[src/esr_pkg.sv]
/*
 * constants for the exception-state registers: cause codes, register
 * selects, field positions and reset values.
 * assumes the pipeline presents one exception event per cycle at most.
 */
// Operation
// - codes 0 interrupt, 1 write-protect, 2 translation load/fetch, 3 translation store.
// - address error load 4, store 5, fetch bus error 6, data bus error 7.
// - system call 8, breakpoint 9; debug breakpoint in debug writes 9 to debug cause.
// - codes 16 and 17 free for implementation, 18 reserved for coprocessor-2.
// - media-extension unusable 22, debug address match 23, machine check 24.
// - normal cache error leaves cause unchanged; in debug writes 30 to debug cause.
// - resume address register is 32 bits, every bit readable and writable.
// - precise fault captures its address, or branch address plus delay flag in slot.
// - imprecise fault captures the resume instruction address.
// - no resume address update while the exception level flag is set.
// - compressed mode read returns resume bits 31..1 with mode flag in bit 0.
// - compressed mode write loads bits 31..1, clears bit 0, bit 0 sets flag.
// - identification register: options 31:24, company 23:16, type 15:8, revision 7:0.
// - unimplemented options or revision field reads as zeros.
// - with boot select zero, vector base is base bits 31..12 plus twelve zeros.
// - boot select one or debug exception uses fixed default vectors.
// - reset clears the writable base field, giving base 16#8000.0000.
// - base bits 31:30 read 2#10, writes ignored; bits 11:10 read zero.
// - adding the offset must not carry from bit 29 into bit 30.
// - cache error forces bit 29 of the final base to one.
// - read-only 10-bit core index in low base bits, from input pins.
// - cause code stored in the read-only field at cause bits 6 down to 2.
package esr_pkg;
    // cause codes
    localparam logic [4:0] EXC_INT      = 5'h00;
    localparam logic [4:0] EXC_MOD      = 5'h01;
    localparam logic [4:0] EXC_TLB_LD   = 5'h02;
    localparam logic [4:0] EXC_TLB_ST   = 5'h03;
    localparam logic [4:0] EXC_ADR_LD   = 5'h04;
    localparam logic [4:0] EXC_ADR_ST   = 5'h05;
    localparam logic [4:0] EXC_BUS_IF   = 5'h06;
    localparam logic [4:0] EXC_BUS_DA   = 5'h07;
    localparam logic [4:0] EXC_SYS      = 5'h08;
    localparam logic [4:0] EXC_BREAK    = 5'h09;
    localparam logic [4:0] EXC_IMPL0    = 5'h10;
    localparam logic [4:0] EXC_IMPL1    = 5'h11;
    localparam logic [4:0] EXC_C2       = 5'h12;
    localparam logic [4:0] EXC_MEDIA    = 5'h16;
    localparam logic [4:0] EXC_WATCH    = 5'h17;
    localparam logic [4:0] EXC_MACHINE_FAULT   = 5'h18;
    localparam logic [4:0] EXC_CACHE    = 5'h1e;
    // register selects on the move port
    localparam logic [1:0] SEL_RESUME   = 2'h0;
    localparam logic [1:0] SEL_IDENT    = 2'h1;
    localparam logic [1:0] SEL_VBASE    = 2'h2;
    localparam logic [1:0] SEL_CAUSE    = 2'h3;
    // field positions
    localparam int CAUSE_CODE_LO = 2;
    localparam int CAUSE_CODE_HI = 6;
    localparam int CAUSE_BD_BIT  = 31;
    localparam int VB_FIELD_LO   = 12;
    localparam int VB_FIELD_HI   = 29;
    localparam int CORE_IDX_W    = 10;
    // reset and fixed values
    localparam logic [17:0] VB_FIELD_RST = 18'h00000;
    localparam logic [1:0]  VB_TOP_BITS  = 2'b10;
    // fixed default bases: normal, boot and debug, arbitrary plain defaults
    localparam logic [31:0] BASE_NORMAL  = 32'h80000000;
    localparam logic [31:0] BASE_BOOT    = 32'hbfc00200;
    localparam logic [31:0] BASE_DEBUG   = 32'hbfc00480;
endpackage : esr_pkg

[src/esr_ident.sv]
/*
 * identification register assembly.
 * assumes field values are fixed at build time; identity values arbitrary.
 */
`timescale 1ns/1ps
module esr_ident #(
    parameter bit         HAS_OPTIONS  = 1'b0,
    parameter bit         HAS_REVISION = 1'b1,
    parameter logic [7:0] OPTIONS      = 8'h00,  // value is arbitrary
    parameter logic [7:0] COMPANY      = 8'h5a,  // value is arbitrary
    parameter logic [7:0] PROC_TYPE    = 8'h21,  // value is arbitrary
    parameter logic [7:0] REVISION     = 8'h03   // value is arbitrary
) (
    output wire logic [31:0] o_ident
);
    // absent optional fields read as zero
    wire logic [7:0] opt_w = HAS_OPTIONS  ? OPTIONS  : 8'h00;
    wire logic [7:0] rev_w = HAS_REVISION ? REVISION : 8'h00;
    assign o_ident = {opt_w, COMPANY, PROC_TYPE, rev_w};
endmodule : esr_ident

[src/esr_vector.sv]
/*
 * exception vector address formation from base and offset.
 * assumes the offset is under 16#2000_0000 and base field bits obey spacing.
 */
`timescale 1ns/1ps
module esr_vector
    import esr_pkg::*;
(
    input  wire logic [31:0] i_base,
    input  wire logic        i_boot_sel,
    input  wire logic        i_debug,
    input  wire logic        i_cache_err,
    input  wire logic [15:0] i_offset,
    output wire logic [31:0] o_vector
);
    // software base or fixed defaults
    wire logic [31:0] base_w = i_debug    ? BASE_DEBUG :
                               i_boot_sel ? BASE_BOOT  :
                               {i_base[31:12], 12'h000};
    wire logic [31:0] base_c = i_cache_err ? (base_w | 32'h20000000)
                                           : base_w;
    // low 30 bits add alone so no carry reaches bit 30
    wire logic [29:0] low_w  = base_c[29:0] + {14'h0000, i_offset};
    assign o_vector = i_debug ? base_w : {base_c[31:30], low_w};
endmodule : esr_vector

[src/esr_top.sv]
/*
 * exception-state registers: cause code, resume address, identification,
 * vector base with core index, vector address output.
 * assumes the pipeline raises i_exc_valid for one cycle per exception and
 * that register moves and exceptions do not collide (exception wins).
 */
`timescale 1ns/1ps
module esr_top
    import esr_pkg::*;
#(
    parameter bit HAS_COMPRESSED = 1'b1
) (
    input  wire logic                  i_clk,
    input  wire logic                  i_rst,
    // exception event from the pipeline
    input  wire logic                  i_exc_valid,
    input  wire logic [4:0]            i_exc_code,
    input  wire logic                  i_exc_precise,
    input  wire logic                  i_exc_in_slot,
    input  wire logic [31:0]           i_exc_pc,
    input  wire logic [31:0]           i_branch_pc,
    input  wire logic [31:0]           i_resume_pc,
    input  wire logic                  i_exc_level,
    input  wire logic                  i_debug_mode,
    input  wire logic                  i_debug_exc,
    input  wire logic                  i_boot_sel,
    input  wire logic [15:0]           i_vec_offset,
    // register moves
    input  wire logic                  i_mv_rd,
    input  wire logic                  i_mv_wr,
    input  wire logic [1:0]            i_mv_sel,
    input  wire logic [31:0]           i_mv_wdata,
    input  wire logic                  i_instr_mode,
    // straps
    input  wire logic [CORE_IDX_W-1:0] i_core_index,
    // outputs
    output logic [31:0]                o_mv_rdata,
    output logic                       o_mv_rvalid,
    output logic [31:0]                o_vector,
    output logic                       o_vector_valid,
    output logic [4:0]                 o_debug_cause,
    output logic                       o_debug_cause_valid,
    output logic                       o_instr_set_flag,
    output logic [31:0]                o_cause
);
    import esr_pkg::*;

    // ---------------------------------------------------------------
    // state
    // ---------------------------------------------------------------
    logic [31:0]           resume_q,    resume_d;
    logic                  isa_q,       isa_d;
    logic [4:0]            code_q,      code_d;
    logic                  slot_q,      slot_d;
    logic [17:0]           vbf_q,       vbf_d;
    logic [CORE_IDX_W-1:0] core_q;
    logic                  core_done_q;
    logic [31:0]           rdata_q;
    logic                  rvalid_q;
    logic [31:0]           vec_q;
    logic                  vec_v_q;
    logic [4:0]            dcause_q;
    logic                  dcause_v_q;

    wire logic [31:0] ident_w;
    wire logic [31:0] vector_w;

    esr_ident u_ident (
        .o_ident (ident_w)
    );

    // ---------------------------------------------------------------
    // exception classification
    // ---------------------------------------------------------------
    wire logic cache_err_w  = i_exc_code == EXC_CACHE;
    wire logic debug_take_w = i_exc_valid & i_debug_mode &
                              ((i_exc_code == EXC_BREAK) | cache_err_w);
    // normal-mode exceptions; cache errors leave cause alone
    wire logic norm_exc_w   = i_exc_valid & ~i_debug_mode;
    wire logic cause_upd_w  = norm_exc_w & ~cache_err_w;
    wire logic resume_upd_w = norm_exc_w & ~i_exc_level;

    // all codes pass through unchanged; the encoding lives in the package
    wire logic [4:0]  next_code_w = i_exc_code;
    wire logic [31:0] capture_w   = ~i_exc_precise ? i_resume_pc :
                                    i_exc_in_slot  ? i_branch_pc :
                                                     i_exc_pc;

    // ---------------------------------------------------------------
    // register moves
    // ---------------------------------------------------------------
    wire logic wr_resume_w = i_mv_wr & (i_mv_sel == SEL_RESUME) & ~resume_upd_w;
    wire logic wr_vbase_w  = i_mv_wr & (i_mv_sel == SEL_VBASE);

    // without the compressed set, bit 0 is stored as written
    wire logic [31:0] wr_resume_val_w = HAS_COMPRESSED ?
                                        {i_mv_wdata[31:1], 1'b0}
                                        : i_mv_wdata;
    wire logic [31:0] rd_resume_w = HAS_COMPRESSED ?
                                    {resume_q[31:1], isa_q}
                                    : resume_q;
    wire logic [31:0] vbase_w  = {VB_TOP_BITS, vbf_q, 2'b00,
                                  core_q};
    wire logic [31:0] cause_w  = {slot_q, 24'h000000, code_q, 2'b00};

    wire logic [31:0] rd_mux_w = (i_mv_sel == SEL_RESUME) ? rd_resume_w :
                                 (i_mv_sel == SEL_IDENT)  ? ident_w     :
                                 (i_mv_sel == SEL_VBASE)  ? vbase_w     :
                                                            cause_w;

    // ---------------------------------------------------------------
    // next state
    // ---------------------------------------------------------------
    always_comb begin
        resume_d = resume_q;
        isa_d    = isa_q;
        code_d   = code_q;
        slot_d   = slot_q;
        vbf_d    = vbf_q;
        if (resume_upd_w) begin
            resume_d = capture_w;
            isa_d    = i_instr_mode;
        end else if (wr_resume_w) begin
            resume_d = wr_resume_val_w;
            isa_d    = HAS_COMPRESSED ? i_mv_wdata[0] : isa_q;
        end
        if (cause_upd_w) begin
            code_d = next_code_w;
            if (~i_exc_level) begin
                slot_d = i_exc_precise & i_exc_in_slot;
            end
        end
        if (wr_vbase_w) begin
            vbf_d = i_mv_wdata[VB_FIELD_HI:VB_FIELD_LO];
        end
    end

    esr_vector u_vector (
        .i_base      (vbase_w),
        .i_boot_sel  (i_boot_sel),
        .i_debug     (i_debug_exc),
        .i_cache_err (cache_err_w),
        .i_offset    (i_vec_offset),
        .o_vector    (vector_w)
    );

    // ---------------------------------------------------------------
    // flops
    // ---------------------------------------------------------------
    always_ff @(posedge i_clk) begin
        if (i_rst) begin
            resume_q <= 32'h00000000;
            isa_q    <= 1'b0;
            code_q   <= 5'h00;
            slot_q   <= 1'b0;
            vbf_q    <= VB_FIELD_RST;
        end else begin
            resume_q <= resume_d;
            isa_q    <= isa_d;
            code_q   <= code_d;
            slot_q   <= slot_d;
            vbf_q    <= vbf_d;
        end
    end

    // core index caught once after each reset release so reads hold until the next reset
    always_ff @(posedge i_clk) begin
        if (i_rst) begin
            core_q      <= '0;
            core_done_q <= 1'b0;
        end else if (!core_done_q) begin
            core_q      <= i_core_index;
            core_done_q <= 1'b1;
        end
    end

    always_ff @(posedge i_clk) begin
        if (i_rst) begin
            rdata_q    <= 32'h00000000;
            rvalid_q   <= 1'b0;
            vec_q      <= 32'h00000000;
            vec_v_q    <= 1'b0;
            dcause_q   <= 5'h00;
            dcause_v_q <= 1'b0;
        end else begin
            rdata_q    <= i_mv_rd ? rd_mux_w : rdata_q;
            rvalid_q   <= i_mv_rd;
            vec_q      <= i_exc_valid ? vector_w : vec_q;
            vec_v_q    <= i_exc_valid;
            dcause_q   <= debug_take_w ? i_exc_code : dcause_q;
            dcause_v_q <= debug_take_w;
        end
    end

    assign o_mv_rdata          = rdata_q;
    assign o_mv_rvalid         = rvalid_q;
    assign o_vector            = vec_q;
    assign o_vector_valid      = vec_v_q;
    assign o_debug_cause       = dcause_q;
    assign o_debug_cause_valid = dcause_v_q;
    assign o_instr_set_flag    = isa_q;
    assign o_cause             = cause_w;
endmodule : esr_top

[config.mk]
export PLATFORM = sky130hd
export DESIGN_NAME = esr_top
export DESIGN_NICKNAME = d
export VERILOG_FILES = /design/src/esr_pkg.sv /design/src/esr_ident.sv /design/src/esr_vector.sv /design/src/esr_top.sv
export SDC_FILE = /design/constraint.sdc
export NUM_CORES = 1
export LEC_CHECK = 0
export ABC_AREA = 1
export BUFFER_PORTS_ARGS = -buffer_cell sky130_fd_sc_hd__buf_2
export CORE_AREA = 5 5 133 135
export CTS_BUF_LIST = sky130_fd_sc_hd__clkbuf_16
export DETAILED_ROUTE_END_ITERATION = 8
export DIE_AREA = 0 0 138 140
export PLACE_DENSITY = 0.74
export SLEW_MARGIN = 40
export SYNTH_ARGS = -nofsm -noshare
export SYNTH_HDL_FRONTEND = slang
export SYNTH_SLANG_ARGS = --single-unit
[constraint.sdc]
create_clock -name i_clk -period 1.6 [get_ports i_clk]
set_input_delay 0.16 -clock i_clk [delete_from_list [all_inputs] [get_ports i_clk]]
set_output_delay 0.16 -clock i_clk [all_outputs]
set_load 0.1 [all_outputs]
==> flow_summary.ini <==
[floorplanning]
core-area_um2 = 16300
die_w_um = 138
die_area_um2 = 19300
floorplan.rows = 47
pin_count = 278
start_util_pct = 44.2
die_y_um = 140

[drt]
wl_per_cell_um = 15.4
vias = 8048
routed_via_density = 5.07
ant_nets = 0
drt_iter0_drc = 441
routed_wl_mm = 24.4
drc = 0
drt_first_pass_iters = 5

[cells_and_area]
area_growth_pct = 36.7
final_net_count = 1535
design_area_um2 = 9880
n_antenna_cell = 0
final_util_pct = 60.4
fillerInstances = 1559
layout-drive-gt1-share_pct = 31.2

[clocking]
clk_latency_ps = 430
clock-sinks = 138
cts_htree_levels = 4
cts_tree = yes
cts.clk_slew.worst_paths_ps = 70
clk_path_buf_depth = 2
cts_buffers = 17
cts_root_buffer = clkbuf_16

[synth]
synth_xor_area_share_pct = 0.121
netlist.area_leader.share_pct = 38.2
yosys_register_bits = 138
synthArstFlopShare_pct = 0
synth_top_area_cell = dfxtp_1
synth_common_cells = a21oi_1 (170), o21ai_0 (158), dfxtp_1 (138)
yosysMostFrequentCell = a21oi_1
ys.warnings.count = 0
ys.flop_type = dfxtp_1
avgSynthCellArea_um2 = 6.75
synth-simple-area-share_pct = 22.1
ys_top_cells_by_area = dfxtp_1 (38%), a21oi_1 (12%), o21ai_0 (11%), nand2_1 (7.1%), nor2_1 (6.0%)
synthesis.area_um2 = 7230
synthAdderAreaFrac_pct = 1.21
synth_compound_area_share_pct = 25.1
syn_inst = 1071
ys_types = 38
seq_area_frac_synth_pct = 38.2
synth_mux_area_share_pct = 0
synth_edf_count = 0
synth_top_family_by_area = compound AO/OA/AOI/OAI gates

[flow_run]
max-cap-violations = 0

[grt]
gr-total-overflow = 0
grt_pass1_wl_mm = 38.0
gr-usage-all-layers_pct = 24.1
antenna_found_initial = 0
grt_start_max_net_pins = 87
grt_pass1_vias = 7604

[timing]
timing.final.ws_setup_ps = -120
slew_headroom_pct = 60.6
slew_viol_final = 0
tightest_slew_ps = 590
hold_viol = 0
finClkSkew_ps = 9.02
min_period_ps = 1720
max_freq_mhz = 581
post-route-period-util_pct = 108
fin_hold_ws_ps = 12.8
tns_ps = -1270
setup_viol = 16
rsz0062_at_grt = yes

[run_status]
violations = setup timing
status = finished, violations left

[pwr]
power_density_nw_per_um2 = 1030
power.static_leakage_nw = 4.74
irDropWorstVdd_uv = 781
seq_power_share_pct = 36.8
pwr-share-clk_pct = 39.1
p_switching_mw = 3.69
intPower_mw = 6.51
p_sw_share_pct = 36.2
pwr-share-comb_pct = 24.1

[worst_setup_path]
cp_common_cell = nand2_1
crit_path_end_kind = flip-flop
max_stage_delay_ps = 380
reg2reg_depth = 11
cp_max_fo = 7
crit_chain = inv_2, nor3_2, ha_1, nand2_2, nor2_4, nand2_1, nand2_2, nand2_1, nand2_1, nand3_1, a21oi_1
path_buf_inv = 1
cp_slowest_cell = ha_1
crit_family = simple AND/OR/NAND/NOR gates
path_depth = 11
crit_type = flip-flop to flip-flop
crit_required_ps = 1950
cp-start-kind = flip-flop
arrival_ps = 2070
worstReg2RegStart = vbf_q[3]
critPathLaunch = vbf_q[3]

[place]
dp_slack_ps = -213
portBuffers = 247
place_congestion = 0.958
placed_area_um2 = 8810
post-dp-hpwl_mm = 18.0

[min_path]
hold_depth = 3
min_from = i_mv_wdata[3]
hold_class = input pin to flip-flop
-- layout make-up --
class / count / area, um^2 / area share (%)
clock buffers: 17 / 425 / 4.31
clock inverters: 15 / 169 / 1.71
inverters: 113 / 429 / 4.34
multi-input cells: 750 / 3800 / 38.5
flip-flops and latches: 138 / 2770 / 28.0
well taps: 220 / 275 / 2.79
repair buffers: 335 / 2010 / 20.4
-- path summary, 6_finish.rpt --
path	slack [ps]	end
worst max-delay path	-120	o_vector[22]
worst min-delay path	10	resume_q[3]
worst max register to register	-120	o_vector[22]
worst min register to register	450	o_debug_cause[3]
-- what timing repair did --
item                       in CTS  in global routing
pin swaps                      22                 12
buffers inserted                7                  3
hold endpoints to repair       20                  0
gates resized for setup        24                 30
setup endpoints to repair      17                 17
hold buffers                   20                  0
-- state kept, by name, summed over array words and instances (netlist names) --
signal	flops
slot_q	1
o_vector	31
o_mv_rvalid	1
core_q	10
o_instr_set_flag	1
resume_q	31
o_debug_cause	5
o_mv_rdata	32
core_done_q	1
o_vector_valid	1
vbf_q	18
code_q	5
o_debug_cause_valid	1
-- tightest hold or removal path, stage by stage --
cell,delay (ps)
buf_2,80
a21oi_1,60
a21oi_1,110
-- logic make-up (layout without fill, tap and decap cells) --
family,count (synthesis),count (layout)
compound gates,352,352
xor+xnor,1,1
fa+ha+maj,7,7
buf+inv,209,480
flops,138,138
other cells,1,27
simple gates,363,363
-- power by group through the flow --
stage	Clock, mW	Sequential, mW	Combinational [mW]
4_1_cts	4.04	3.76	2.42
2_1_floorplan	0	4.54	1.05
3_3_place_gp	0	3.82	2.34
6_report	3.99	3.76	2.46
5_1_grt	4.21	3.78	2.63
3_5_place_dp	0	3.83	2.35
-- cell usage in the layout, fill, tap and decap left out, drive strengths merged, types with 2 or more instances in the layout --
master	instances
dlygate4sd3	20
o21ai	160
a31oi	10
conb	27
ha	7
buf	315
nand3	45
clkbuf	17
o211ai	5
clkinv	2
dfxtp	138
inv	124
nand4	6
o21bai	3
a21oi	170
nor2	127
nand2	144
nor3	39
-- stage by stage --
stage | power, mW | cells
global placement | 6.16 | 1526
detailed placement | 6.18 | 1526
global route | 10.6 | 1588
floorplan | 5.58 | 1097
CTS | 10.2 | 1585
finish | 10.2 | 1588
-- per-layer routing --
metal	vias to the layer above	wire, um	GRT usage, %
met3	49	1650	6.51
met2	299	11500	40.2
li1	4078	-	-
met1	3622	10400	29.6
met4	0	816	9.52
met5	-	0	0
(Power assumes the default switching activity.)
